File: config.mk
export PLATFORM = sky130hd
export DESIGN_NAME = sfs_supervisor
export DESIGN_NICKNAME = d
export VERILOG_FILES = /design/src/include/sfs_pkg.sv /design/src/include/sfs_wd_if.sv /design/src/design/sfs_supervisor.sv /design/src/design/sfs_watchdog.sv
export SDC_FILE = /design/constraint.sdc
export NUM_CORES = 1
export LEC_CHECK = 0
export ABC_AREA = 0
export BUFFER_PORTS_ARGS = -buffer_cell sky130_fd_sc_hd__buf_2
export CORE_MARGIN = 1.5
export CORE_UTILIZATION = 40
export DETAILED_ROUTE_END_ITERATION = 8
export SETUP_SLACK_MARGIN = 0.15
export SLEW_MARGIN = 20
export SYNTH_ARGS = -nofsm -noshare
export SYNTH_HDL_FRONTEND = slang
export SYNTH_SLANG_ARGS = --single-unit
File: constraint.sdc
create_clock -name sys_clk -period 3.77 [get_ports sys_clk]
set_input_delay 0 -clock sys_clk [delete_from_list [all_inputs] [get_ports sys_clk]]
set_output_delay 0 -clock sys_clk [all_outputs]
set_load 0.03 [all_outputs]
File: src/include/sfs_pkg.sv
package sfs_pkg;
  // register data width and apb address width
  localparam int unsigned SFS_DW = 11;
  localparam int unsigned SFS_AW = 8;
  // register indices, byte address is four times the index
  localparam logic [3:0] SFS_IDX_WARN = 4'h1;
  localparam logic [3:0] SFS_IDX_FAULT = 4'h3;
  localparam logic [3:0] SFS_IDX_CTRL = 4'h9;
  localparam logic [3:0] SFS_IDX_REG = 4'hb;
  // warning status fields
  localparam int unsigned SFS_W_TEMP4 = 8;
  localparam int unsigned SFS_W_LOW = 7;
  localparam int unsigned SFS_W_OVER = 6;
  localparam int unsigned SFS_W_TEMP1 = 3;
  localparam int unsigned SFS_W_TEMP2 = 2;
  localparam int unsigned SFS_W_TEMP3 = 1;
  localparam int unsigned SFS_W_OTW = 0;
  // latched fault fields
  localparam int unsigned SFS_F_LOCK = 10;
  localparam int unsigned SFS_F_WDOG = 9;
  localparam int unsigned SFS_F_OVERTEMP_SHUTDOWN = 8;
  localparam int unsigned SFS_F_REGUV = 6;
  localparam int unsigned SFS_F_LSUV = 4;
  localparam int unsigned SFS_F_PUMPUV = 2;
  localparam int unsigned SFS_F_PUMPABS = 1;
  localparam int unsigned SFS_F_PUMPREL = 0;
  // control fields
  localparam int unsigned SFS_C_LOCKDIS = 9;
  localparam int unsigned SFS_C_WDI_LO = 5;
  localparam int unsigned SFS_C_WDEN = 3;
  localparam int unsigned SFS_C_CLR = 1;
  // regulator fields
  localparam int unsigned SFS_R_MONDIS = 2;
  localparam int unsigned SFS_R_THR_LO = 0;
  // reset values
  localparam logic [SFS_DW-1:0] SFS_CTRL_RST = 11'h000;
  localparam logic [SFS_DW-1:0] SFS_REG_RST = 11'h000;
  // timing
  localparam int unsigned SFS_CLK_NS = 20;
  localparam int unsigned SFS_PG_LOW_NS = 56000;
  localparam int unsigned SFS_PG_LOW_CYC = (SFS_PG_LOW_NS + SFS_CLK_NS - 1) / SFS_CLK_NS;
  localparam int unsigned SFS_GATE_LOW_NS = 1000;
  localparam int unsigned SFS_GATE_LOW_CYC = (SFS_GATE_LOW_NS + SFS_CLK_NS - 1) / SFS_CLK_NS;
  localparam int unsigned SFS_MS_NS = 1000000;
  localparam int unsigned SFS_WD_MS_CYC = SFS_MS_NS / SFS_CLK_NS;
  // watchdog intervals in milliseconds
  localparam logic [6:0] SFS_WD_MS0 = 7'h0a;
  localparam logic [6:0] SFS_WD_MS1 = 7'h14;
  localparam logic [6:0] SFS_WD_MS2 = 7'h32;
  localparam logic [6:0] SFS_WD_MS3 = 7'h64;

  // interval select to milliseconds
  function automatic logic [6:0] sfs_wd_ms(input logic [1:0] sel);
    unique case (sel)
      2'h0: sfs_wd_ms = SFS_WD_MS0;
      2'h1: sfs_wd_ms = SFS_WD_MS1;
      2'h2: sfs_wd_ms = SFS_WD_MS2;
      2'h3: sfs_wd_ms = SFS_WD_MS3;
    endcase
  endfunction
endpackage

File: src/include/sfs_wd_if.sv
`timescale 1ns/1ps
interface sfs_wd_if;
  logic       wd_enable;
  logic [1:0] wd_interval;
  logic       wd_kick;
  logic       wd_expire;
  logic       reg_under;
  logic       pg_low;
  // supervisor side
  modport core (output wd_enable, output wd_interval, output wd_kick,
                output reg_under, input wd_expire, input pg_low);
  // timer side
  modport wdog (input wd_enable, input wd_interval, input wd_kick,
                input reg_under, output wd_expire, output pg_low);
endinterface
File: src/design/sfs_supervisor.sv
// Design decisions made here: the placing of the registers and the APB register port.
`timescale 1ns/1ps
// What this block does
// - supply low warning: report only, pin and status
// - driver lockout: shutdown, pin, fault bit
// - lockout disable stops shutdown, bit still set
// - supply over warning: report only, pin, status
// - pump overvoltages latch as faults
// - pump undervoltage: shutdown, pin, fault bit
// - low-side undervoltage: shutdown, pin, fault bit
// - pump and low-side protection never disabled
// - four temperature levels real-time, no pin
// - overtemp warning real-time, drives pin
// - overtemp fault latches shutdown, registers kept
// - overtemp clears only when cool and cleared
// - watchdog off after reset, software enables
// - watchdog interval selectable, status read restarts
// - watchdog fault latches, power-good pulses low
// - watchdog fault: pin, enable cleared, bit
// - regulator threshold select and monitor disable
// - regulator undervoltage latches, holds power-good low
// - self-clearing clear bit clears gone faults
// - gate-enable high-low-high pulse clears faults
// - power-up holds pin low until lockout passes
// - fault while operating returns to standby
module sfs_supervisor #(
  parameter int unsigned WD_MS_CYCLES = sfs_pkg::SFS_WD_MS_CYC
) (
  // clock and reset
  input  wire logic                        sys_clk,
  input  wire logic                        rstn,
  // apb slave
  input  wire logic [sfs_pkg::SFS_AW-1:0]  paddr,
  input  wire logic                        psel,
  input  wire logic                        penable,
  input  wire logic                        pwrite,
  input  wire logic [31:0]                 pwdata,
  output logic      [31:0]                 prdata,
  output logic                             pready,
  output logic                             pslverr,
  // comparator results
  input  wire logic                        supply_low_warning,
  input  wire logic                        driver_supply_lockout,
  input  wire logic                        supply_over_warning,
  input  wire logic                        pump_relative_over_fault,
  input  wire logic                        pump_absolute_over_fault,
  input  wire logic                        pump_under_fault,
  input  wire logic                        low_side_supply_under_fault,
  input  wire logic                        regulator_under_fault,
  // temperature comparators
  input  wire logic                        temp_level_one,
  input  wire logic                        temp_level_two,
  input  wire logic                        temp_level_three,
  input  wire logic                        temp_level_four,
  input  wire logic                        overtemp_warning,
  input  wire logic                        overtemp_shutdown,
  // controller pin
  input  wire logic                        gate_enable,
  // pins and analog controls
  output logic                             fault_out_n,
  output logic                             power_good_out,
  output logic                             gate_drive_enable,
  output logic                             pulldown_enable,
  output logic                             regulator_enable,
  output logic      [1:0]                  regulator_under_threshold
);
  import sfs_pkg::*;

  typedef enum logic [1:0] {SFS_POWERUP, SFS_STANDBY, SFS_OPERATE} sfs_state_t;

  sfs_wd_if wd_link ();

  logic                  rst_q1;
  logic                  rst_n;
  logic                  apb_acc;
  logic                  wr_done;
  logic                  rd_done;
  logic [3:0]            idx;
  logic                  mapped;
  logic [SFS_DW-1:0]     warn;
  logic [SFS_DW-1:0]     faults;
  logic [SFS_DW-1:0]     fault_set;
  logic [SFS_DW-1:0]     fault_cond;
  logic [SFS_DW-1:0]     fault_keep;
  logic [SFS_DW-1:0]     next_faults;
  logic [SFS_DW-1:0]     act_mask;
  logic [SFS_DW-1:0]     rd_mux;
  logic                  clear_pending;
  logic                  lock_disable;
  logic                  wd_enable;
  logic [1:0]            wd_interval;
  logic                  mon_disable;
  logic [1:0]            reg_thresh;
  logic                  gate_q;
  logic                  gate_seen_high;
  logic [5:0]            gate_low_cnt;
  logic                  gate_pulse;
  logic                  clear_now;
  logic                  shutdown;
  logic                  warn_pin;
  sfs_state_t            state;
  sfs_state_t            next_state;

  // reset release through two flops
  always_ff @(posedge sys_clk or negedge rstn) begin
    if (!rstn) begin
      rst_q1 <= 1'b0;
      rst_n  <= 1'b0;
    end else begin
      rst_q1 <= 1'b1;
      rst_n  <= rst_q1;
    end
  end

  // apb decode, one wait state per access
  assign apb_acc = psel && penable;
  assign wr_done = apb_acc && pready && pwrite;
  assign rd_done = apb_acc && pready && !pwrite;
  assign idx     = paddr[5:2];
  assign mapped  = paddr[1:0] == 2'h0 && paddr[7:6] == 2'h0
                   && (idx == SFS_IDX_WARN || idx == SFS_IDX_FAULT
                   || idx == SFS_IDX_CTRL || idx == SFS_IDX_REG);

  // real-time warning status
  always_comb begin
    warn = '0;
    warn[SFS_W_TEMP4] = temp_level_four;
    warn[SFS_W_LOW]   = supply_low_warning;
    warn[SFS_W_OVER]  = supply_over_warning;
    warn[SFS_W_TEMP1] = temp_level_one;
    warn[SFS_W_TEMP2] = temp_level_two;
    warn[SFS_W_TEMP3] = temp_level_three;
    warn[SFS_W_OTW]   = overtemp_warning;
  end

  // read data selection
  always_comb begin
    rd_mux = '0;
    if (idx == SFS_IDX_WARN) begin
      rd_mux = warn;
    end else if (idx == SFS_IDX_FAULT) begin
      rd_mux = faults;
    end else if (idx == SFS_IDX_CTRL) begin
      rd_mux[SFS_C_LOCKDIS] = lock_disable;
      rd_mux[SFS_C_WDI_LO +: 2] = wd_interval;
      rd_mux[SFS_C_WDEN] = wd_enable;
      rd_mux[SFS_C_CLR] = clear_pending;
    end else if (idx == SFS_IDX_REG) begin
      rd_mux[SFS_R_MONDIS] = mon_disable;
      rd_mux[SFS_R_THR_LO +: 2] = reg_thresh;
    end
  end

  // ready, read data and error answer
  always_ff @(posedge sys_clk or negedge rst_n) begin
    if (!rst_n) begin
      pready  <= 1'b0;
      prdata  <= 32'h0;
      pslverr <= 1'b0;
    end else begin
      pready  <= apb_acc && !pready;
      pslverr <= apb_acc && !pready && !mapped;
      if (apb_acc && !pready) begin
        prdata <= (mapped && !pwrite) ? {21'h0, rd_mux} : 32'h0;
      end
    end
  end

  // control register
  always_ff @(posedge sys_clk or negedge rst_n) begin
    if (!rst_n) begin
      lock_disable <= SFS_CTRL_RST[SFS_C_LOCKDIS];
      wd_interval  <= SFS_CTRL_RST[SFS_C_WDI_LO +: 2];
    end else if (wr_done && mapped && idx == SFS_IDX_CTRL) begin
      lock_disable <= pwdata[SFS_C_LOCKDIS];
      wd_interval  <= pwdata[SFS_C_WDI_LO +: 2];
    end
  end

  // watchdog enable, dropped by expiry
  always_ff @(posedge sys_clk or negedge rst_n) begin
    if (!rst_n) begin
      wd_enable <= SFS_CTRL_RST[SFS_C_WDEN];
    end else if (wd_link.wd_expire) begin
      wd_enable <= 1'b0;
    end else if (wr_done && mapped && idx == SFS_IDX_CTRL) begin
      wd_enable <= pwdata[SFS_C_WDEN];
    end
  end

  // self-clearing clear request
  always_ff @(posedge sys_clk or negedge rst_n) begin
    if (!rst_n) begin
      clear_pending <= SFS_CTRL_RST[SFS_C_CLR];
    end else if (wr_done && mapped && idx == SFS_IDX_CTRL) begin
      clear_pending <= pwdata[SFS_C_CLR];
    end else if (clear_pending && faults == '0) begin
      clear_pending <= 1'b0;
    end
  end

  // regulator monitor register
  always_ff @(posedge sys_clk or negedge rst_n) begin
    if (!rst_n) begin
      mon_disable <= SFS_REG_RST[SFS_R_MONDIS];
      reg_thresh  <= SFS_REG_RST[SFS_R_THR_LO +: 2];
    end else if (wr_done && mapped && idx == SFS_IDX_REG) begin
      mon_disable <= pwdata[SFS_R_MONDIS];
      reg_thresh  <= pwdata[SFS_R_THR_LO +: 2];
    end
  end

  // watchdog timer link
  assign wd_link.wd_enable   = wd_enable;
  assign wd_link.wd_interval = wd_interval;
  assign wd_link.wd_kick     = rd_done && mapped && idx == SFS_IDX_WARN;
  assign wd_link.reg_under   = regulator_under_fault && !mon_disable;

  sfs_watchdog #(
    .MS_CYCLES (WD_MS_CYCLES)
  ) u_watchdog (
    .clk   (sys_clk),
    .rst_n (rst_n),
    .wd    (wd_link.wdog)
  );

  // gate-enable reset pulse detector
  always_ff @(posedge sys_clk or negedge rst_n) begin
    if (!rst_n) begin
      gate_q         <= 1'b0;
      gate_seen_high <= 1'b0;
      gate_low_cnt   <= 6'h0;
      gate_pulse     <= 1'b0;
    end else begin
      gate_q <= gate_enable;
      if (gate_enable && !gate_q) begin
        gate_seen_high <= 1'b1;
      end
      if (gate_enable) begin
        gate_low_cnt <= 6'h0;
      end else if (gate_low_cnt != 6'(SFS_GATE_LOW_CYC)) begin
        gate_low_cnt <= gate_low_cnt + 6'h1;
      end
      gate_pulse <= gate_enable && !gate_q && gate_seen_high
                    && gate_low_cnt == 6'(SFS_GATE_LOW_CYC);
    end
  end

  assign clear_now = clear_pending || gate_pulse;

  // fault events and still-present conditions
  always_comb begin
    fault_set  = '0;
    fault_cond = '0;
    fault_set[SFS_F_LOCK]    = driver_supply_lockout;
    fault_set[SFS_F_WDOG]    = wd_link.wd_expire;
    fault_set[SFS_F_OVERTEMP_SHUTDOWN]    = overtemp_shutdown;
    fault_set[SFS_F_REGUV]   = wd_link.reg_under;
    fault_set[SFS_F_LSUV]    = low_side_supply_under_fault;
    fault_set[SFS_F_PUMPUV]  = pump_under_fault;
    fault_set[SFS_F_PUMPABS] = pump_absolute_over_fault;
    fault_set[SFS_F_PUMPREL] = pump_relative_over_fault;
    fault_cond = fault_set;
    fault_cond[SFS_F_WDOG] = 1'b0;
  end

  // clear keeps only faults whose cause remains
  assign fault_keep  = clear_now ? fault_cond : '1;
  assign next_faults = fault_set | (faults & fault_keep);

  // latched fault status, set beats clear
  always_ff @(posedge sys_clk or negedge rst_n) begin
    if (!rst_n) begin
      faults <= '0;
    end else if (state != SFS_POWERUP) begin
      faults <= next_faults;
    end
  end

  // faults that act on pin and driver
  always_comb begin
    act_mask = '1;
    act_mask[SFS_F_LOCK] = !lock_disable;
  end

  assign shutdown = |(faults & act_mask) || |(fault_set & act_mask);
  assign warn_pin = supply_low_warning || supply_over_warning
                    || overtemp_warning;

  // operating state sequencing
  always_comb begin
    next_state = state;
    unique case (state)
      SFS_POWERUP: begin
        if (!driver_supply_lockout) begin
          next_state = SFS_STANDBY;
        end
      end
      SFS_STANDBY: begin
        if (gate_enable && !gate_q && !shutdown) begin
          next_state = SFS_OPERATE;
        end
      end
      SFS_OPERATE: begin
        if (!gate_enable || shutdown) begin
          next_state = SFS_STANDBY;
        end
      end
    endcase
  end

  always_ff @(posedge sys_clk or negedge rst_n) begin
    if (!rst_n) begin
      state <= SFS_POWERUP;
    end else begin
      state <= next_state;
    end
  end

  // driver and regulator controls
  always_ff @(posedge sys_clk or negedge rst_n) begin
    if (!rst_n) begin
      gate_drive_enable <= 1'b0;
      pulldown_enable   <= 1'b1;
      regulator_enable  <= 1'b0;
      regulator_under_threshold <= 2'h0;
    end else begin
      gate_drive_enable <= next_state == SFS_OPERATE;
      pulldown_enable   <= next_state != SFS_OPERATE;
      regulator_enable  <= 1'b1;
      regulator_under_threshold <= reg_thresh;
    end
  end

  // fault and power-good pins
  always_ff @(posedge sys_clk or negedge rst_n) begin
    if (!rst_n) begin
      fault_out_n    <= 1'b0;
      power_good_out <= 1'b0;
    end else begin
      fault_out_n <= !(next_state == SFS_POWERUP
                       || |(next_faults & act_mask)
                       || warn_pin);
      power_good_out <= !wd_link.pg_low;
    end
  end

endmodule

File: src/design/sfs_watchdog.sv
`timescale 1ns/1ps
module sfs_watchdog #(
  parameter int unsigned MS_CYCLES = 50000
) (
  // clock and reset
  input wire logic clk,
  input wire logic rst_n,
  // link to supervisor
  sfs_wd_if.wdog   wd
);
  import sfs_pkg::*;

  logic [31:0] ms_count;
  logic        ms_tick;
  logic [6:0]  remain;
  logic [11:0] pg_count;
  logic        armed;

  assign ms_tick = (ms_count == MS_CYCLES - 1);

  // millisecond enable, restarted by a kick
  always_ff @(posedge clk or negedge rst_n) begin
    if (!rst_n) begin
      ms_count <= 32'h0;
    end else if (!wd.wd_enable || wd.wd_kick || ms_tick) begin
      ms_count <= 32'h0;
    end else begin
      ms_count <= ms_count + 32'h1;
    end
  end

  // countdown of whole milliseconds
  always_ff @(posedge clk or negedge rst_n) begin
    if (!rst_n) begin
      remain <= 7'h0;
    end else if (!armed || wd.wd_kick) begin
      remain <= sfs_wd_ms(wd.wd_interval);
    end else if (ms_tick && remain != 7'h0) begin
      remain <= remain - 7'h1;
    end
  end

  // expiry pulse; armed lags enable so a reload sees the new interval
  always_ff @(posedge clk or negedge rst_n) begin
    if (!rst_n) begin
      wd.wd_expire <= 1'b0;
      armed <= 1'b0;
    end else begin
      armed <= wd.wd_enable;
      wd.wd_expire <= wd.wd_enable && !wd.wd_kick && ms_tick
                      && remain == 7'h1;
    end
  end

  // power-good low stretch
  always_ff @(posedge clk or negedge rst_n) begin
    if (!rst_n) begin
      pg_count <= 12'h0;
    end else if (wd.wd_expire || wd.reg_under) begin
      pg_count <= 12'(SFS_PG_LOW_CYC);
    end else if (pg_count != 12'h0) begin
      pg_count <= pg_count - 12'h1;
    end
  end

  // low while stretching or regulator low
  always_ff @(posedge clk or negedge rst_n) begin
    if (!rst_n) begin
      wd.pg_low <= 1'b0;
    end else begin
      wd.pg_low <= wd.reg_under || pg_count != 12'h0;
    end
  end
endmodule

Word-level counts from Yosys, hierarchy flattened
Cells that the tools add are included.

Bits in registers: 127. Input bits: 60. Output and inout port bits: 41. Word-level logic and storage cells: 154.

$add $sub $neg: 4. Equality and inequality tests: 15. Muxes and demuxes: 32. Bitwise operators: 5. Reduce and logical (&&, ||, !) cells: 69.

Operators by type and width (count): $and A11 B11 Y11 (4); $mux W11 (3); $reduce_or A11 Y1 (3); $add A32 B1 Y32 const B (1); $eq A32 B16 Y1 const B (1); $mux W32 (1); $pmux W7 S4 (1); $logic_and A1 B1 Y1 (24); $mux W12 (2); $logic_or A1 B1 Y1 (15); $mux W7 (2); $logic_not A1 Y1 (13); $mux W1 (12); $mux W2 (6); $mux W6 (2); $reduce_bool A12 Y1 (1); $reduce_bool A2 Y1 (6); $sub A12 B1 Y12 const B (1); $logic_not A11 Y1 (1); $or A11 B11 Y11 (1); $logic_not A2 Y1 (5); $eq A2 B2 Y1 const B (4); $eq A4 B4 Y1 const B (2); $eq A7 B1 Y1 const B (1); other kinds (12) (13).

Logic depth before layout (Yosys ltp)
Depth in word-level cells: 13. Gate-level depth with buffers: 8. Gate-level depth less buffers: 7.

Cells and area by module
A second synthesis with hierarchy kept.

Cells, all modules: 544. Area total of the unflattened synthesis: 5415.2 µm².

Modules (own cells, without submodules): sfs_watchdog (instances 1, cells an instance 298, area an instance 2891.5 µm²); sfs_supervisor (instances 1, cells an instance 246, area an instance 2523.7 µm²).

Worst setup path after synthesis
No wires, ideal clock.

Kind: reg-to-reg. Start: register u_watchdog.pg_count[0]. End: register u_watchdog.pg_count[9]. Setup time: 0.122 ns. Arrival time: 1.864 ns. Data required time: 3.648 ns. Path slack: 1.784 ns. Stages on the path, launching flop included: 9. Period minus slack after synthesis: 1.986 ns. Cell sequence: dfrtp_1 -> inv_1 -> ha_1 -> or3b_2 -> or3_1 -> buf_6 -> nand3_1 -> xor2_1 -> nand2_1.

Cells in the longest elaborated chain, start to end: 3.

Ends and longest elaborated chain: from (decl) (line sfs_watchdog.sv:16) `logic [11:0] pg_count;`; from (signal assigned) (line sfs_watchdog.sv:60) `pg_count <= 12'(SFS_PG_LOW_CYC);`; from (signal assigned) (line sfs_watchdog.sv:62) `pg_count <= pg_count - 12'h1;`; $sub A12 B1 Y12 (line sfs_watchdog.sv:62); $mux W12 (line sfs_watchdog.sv:61) `end else if (pg_count != 12'h0) begin`; $mux W12 (line sfs_watchdog.sv:59) `end else if (wd.wd_expire || wd.reg_under) begin`.

Parallel ways exist; a longest one is shown, timed or not. The select of a mux whose other input is x is not followed. A chain may end at the register's enable or synchronous reset.

Worst setup path in the final report
Start: register pready. End: register prdata[8].

Cells in the longest elaborated chain, start to end: 2.

Ends and longest elaborated chain: from (decl) (line sfs_supervisor.sv:39) `output logic pready,`; from (signal assigned) (line sfs_supervisor.sv:161) `pready <= apb_acc && !pready;`; $logic_not A1 Y1 (line sfs_supervisor.sv:163) `if (apb_acc && !pready) begin`; $logic_and A1 B1 Y1 (line sfs_supervisor.sv:163); to (signal assigned) (line sfs_supervisor.sv:164) `prdata <= (mapped && !pwrite) ? {21'h0, rd_mux} : 32'h0;`; to (decl) (line sfs_supervisor.sv:38) `output logic [31:0] prdata,`.

No other way between the ends.

==> results.py <==
metrics = {
    "status": {
        "status": "finished clean",
    },
    "logic_synthesis": {
        "yosysSeqAreaShare_pct": 49.7,
        "synth_edf_count": 0,
        "synth_compound_area_share_pct": 7.50,
        "syn_area_um2": 5340,
        "synthSimpleGateAreaFrac_pct": 24.1,
        "synth_mux_area_share_pct": 2.30,
        "synthXorXnorAreaFrac_pct": 6.89,
        "ys_warn_count": 0,
        "syn_area_per_cell_um2": 9.80,
        "synthArstFlopShare_pct": 100,
        "synth_top_family_by_area": "simple AND/OR/NAND/NOR gates",
        "postSynthCellCount": 545,
        "synthDistinctLibCells": 56,
        "yosys.area_share.adder_pct": 3.28,
        "ys_ff_latch": 106,
        "synth_ff_type": "dfrtp_1",
    },
    "worst_setup_path": {
        "crit_chain": "nand3b_1 > inv_1 > nand4b_1 > nor3b_1 > a22oi_1 > nand2_1",
        "timing.rr.start": "pready$_DFF_PN0_",
        "startpoint_type": "flip-flop",
        "cp.buffers_inverters": 1,
        "worstPathArrival_ns": 2.54,
        "cp_max_fo": 13,
        "crit_family": "simple AND/OR/NAND/NOR gates",
        "worstSetupEndpointType": "flip-flop",
        "worstSetupPathType": "flip-flop to flip-flop",
        "slowest_stage": "nor3b_1",
        "crit_required_ns": 4.06,
        "cp_slowest_stage_delay_ns": 0.56,
        "setup.worst_path.start": "pready$_DFF_PN0_",
    },
    "pwr": {
        "pwr-share-clk_pct": 37.4,
        "power_frac_seq_pct": 50.1,
        "p_int_w": 0.00185,
        "pwr-share-comb_pct": 12.5,
        "netSwitchingPower_w": 0.000703,
        "power_density_nw_per_um2": 411,
        "ir_drop_mv": 0.309,
        "p_leak_nw": 2.71,
        "swShare_pct": 27.6,
    },
    "cts": {
        "clkSlewWorstSetupHoldPaths_ns": 0.08,
        "cts_setup_buffers": 0,
        "cts-resized-gates": 0,
        "postCtsHoldBufs": 18,
        "insertion_delay_ns": 0.35,
        "clock_path_buffers": 2,
        "clock_sinks": 106,
        "numCtsBuffers": 9,
        "tritoncts": "yes",
        "cts_root_buf": "clkbuf_16",
        "ctsHtreeMaxLevel": 3,
    },
    "sta": {
        "worst_pin_slew_ns": 0.660,
        "drv_slew": 0,
        "setup_viol": 0,
        "holdWs_ns": 0.0176,
        "period_needed_ns": 2.25,
        "clock_skew_ns": 0.00928,
        "hold_viol": 0,
        "rsz0062_at_grt": "no",
        "maxSlewHeadroom_pct": 55.6,
        "period_share_pct": 59.8,
        "final.setup.tns_ns": 0,
        "fmax_mhz": 444,
    },
    "route": {
        "dr_total_vias": 4027,
        "wl_per_cell_um": 14.8,
        "route.detailed.drc": 0,
        "firstDrtPassIters": 4,
        "drt_iter0_drc": 263,
        "ant_nets": 0,
        "totalWireLength_mm": 11.8,
        "vias_per_cell": 5.05,
    },
    "global_routing": {
        "grt_pass1_wl_mm": 19.7,
        "antenna_found_initial": 0,
        "overflow": 0,
        "grt_pass1_vias": 4044,
        "grt_usage_pct": 17.6,
        "grt_max_degree": 80,
    },
    "final_layout": {
        "nets": 690,
        "layout_commonest_cell": "dfrtp_1",
        "drive_gt1_share_pct": 14.8,
        "syn_to_final_growth_pct": 16.1,
        "final_cell_mix": "dfrtp_1 (104), nor2_1 (65), buf_2 (54), nand2_1 (48), o21ai_0 (28)",
        "antenna_cells": 0,
    },
    "floorplan": {
        "io_pins": 101,
        "die_area_um2": 14100,
        "start_util_pct": 40.7,
        "die_w_um": 119,
        "rows": 42,
        "core_area_um2": 13100,
        "die_h_um": 119,
    },
    "worst_hold_path": {
        "hp-class": "input port to flip-flop",
        "hp-start": "temp_level_three",
    },
    "placement": {
        "dp_hpwl_mm": 8.29,
        "place.gp.congestion": 0.834,
        "numPortBuffers": 54,
    },
    "run": {
        "cap_viol_max_count": 0,
    },
}
[layout make-up]
cell class	count	area, um^2
repair buffers	75	485
multi-input cells	398	2440
fillers	1254	6940
clock inverters	7	73.8
well taps	176	220
inverters	26	97.6
flip-flops and latches	106	2660
clock buffers	9	225
[routing by layer]
layer	vias to the layer above	share of wire, %	GRT usage (%)
met5	-	0	0
met4	0	1.2	3.99
met3	11	3.9	5.60
met2	71	49	29.7
met1	1954	46	22.0
li1	1991	-	-
[sequential cells by signal, indices dropped and copies added, names as in the netlist, 2 cells and up]
register	count
faults	11
gate_low_cnt	6
prdata	11
reg_thresh	2
regulator_under_threshold	2
state	2
u_watchdog.ms_count	32
u_watchdog.pg_count	12
u_watchdog.remain	7
wd_interval	2
[path summary, 6_finish.rpt]
path	endpoint	slack, ns	cells after the start
worst max-delay path	prdata[8]$_DFFE_PN0P_	1.52	6
worst max register to register	prdata[8]$_DFFE_PN0P_	1.52	6
worst min register to register	pready$_DFF_PN0_	0.30	0
min in group asynchronous	pready$_DFF_PN0_	0.30	0
max in group asynchronous	u_watchdog.ms_count[13]$_DFF_PN0_	2.47	2
worst min-delay path	prdata[1]$_DFFE_PN0P_	0.02	3
[synth_stat cells (2+ instances only)]
cell / number / area, um^2
ha_1: 14 / 175
xor2_1: 17 / 149
or4_4: 2 / 22.5
nor3b_1: 3 / 22.5
o31ai_1: 2 / 15.0
xnor2_1: 25 / 219
nor4b_1: 3 / 26.3
and2_1: 7 / 43.8
buf_2: 5 / 25.0
buf_4: 21 / 158
o21ai_0: 28 / 140
dfrtp_1: 105 / 2630
nand4b_1: 4 / 35.0
a21oi_1: 15 / 75.1
and4_1: 7 / 61.3
mux2_2: 6 / 67.6
nand3b_1: 4 / 30.0
a22oi_1: 4 / 30.0
clkbuf_1: 9 / 33.8
nor2_1: 65 / 244
a211oi_1: 2 / 15.0
nand3_1: 16 / 80.1
inv_1: 26 / 97.6
a22o_1: 2 / 17.5
or3_1: 2 / 12.5
or2_2: 2 / 12.5
and3_1: 7 / 43.8
nor4_1: 23 / 144
nor2b_1: 6 / 37.5
mux2i_1: 4 / 40.0
nand4_1: 17 / 106
conb_1: 2 / 7.51
nand2b_1: 8 / 50.1
nand2_1: 48 / 180
a211o_1: 2 / 17.5
nor3_1: 12 / 60.1
[per-stage QoR]
| step | power (W) | cells | instance area, um^2 | setup slack, ns | utilization [%] |
|---|---|---|---|---|---|
| global placement | 0.00159 | 762 | 5700 | 1.57 | 43.4 |
| CTS | 0.00258 | 796 | 6180 | 1.46 | 47.0 |
| floorplan | 0.00152 | 566 | 5420 | 0.600 | - |
| global route | 0.00268 | 797 | 6200 | 1.20 | 47.2 |
| detailed placement | 0.00160 | 762 | 5700 | 1.50 | 43.4 |
| finish | 0.00255 | 797 | 6200 | 1.52 | 47.2 |
[power groups by stage]
stage               logic (W)  clock network [W]  registers [W]
floorplan            0.000234                  0        0.00129
global placement     0.000287                  0        0.00131
detailed placement   0.000293                  0        0.00131
CTS                  0.000310           0.000987        0.00128
global route         0.000364            0.00103        0.00129
finish               0.000319           0.000954        0.00128
[cells by family after synthesis]
kind of cell | after synthesis
AND/OR/NAND/NOR | 242
XOR/XNOR | 42
multiplexers | 11
buffers and inverters | 62
flip-flops | 106
AO/OA/AOI/OAI | 66
other | 2
adder cells (fa/ha/maj) | 14
[tightest hold or removal path, cell delays in order]
cell and delay, ns:
buf_2 0.08, o221ai_1 0.12, o21ai_0 0.14
(Power assumes the default switching activity.)
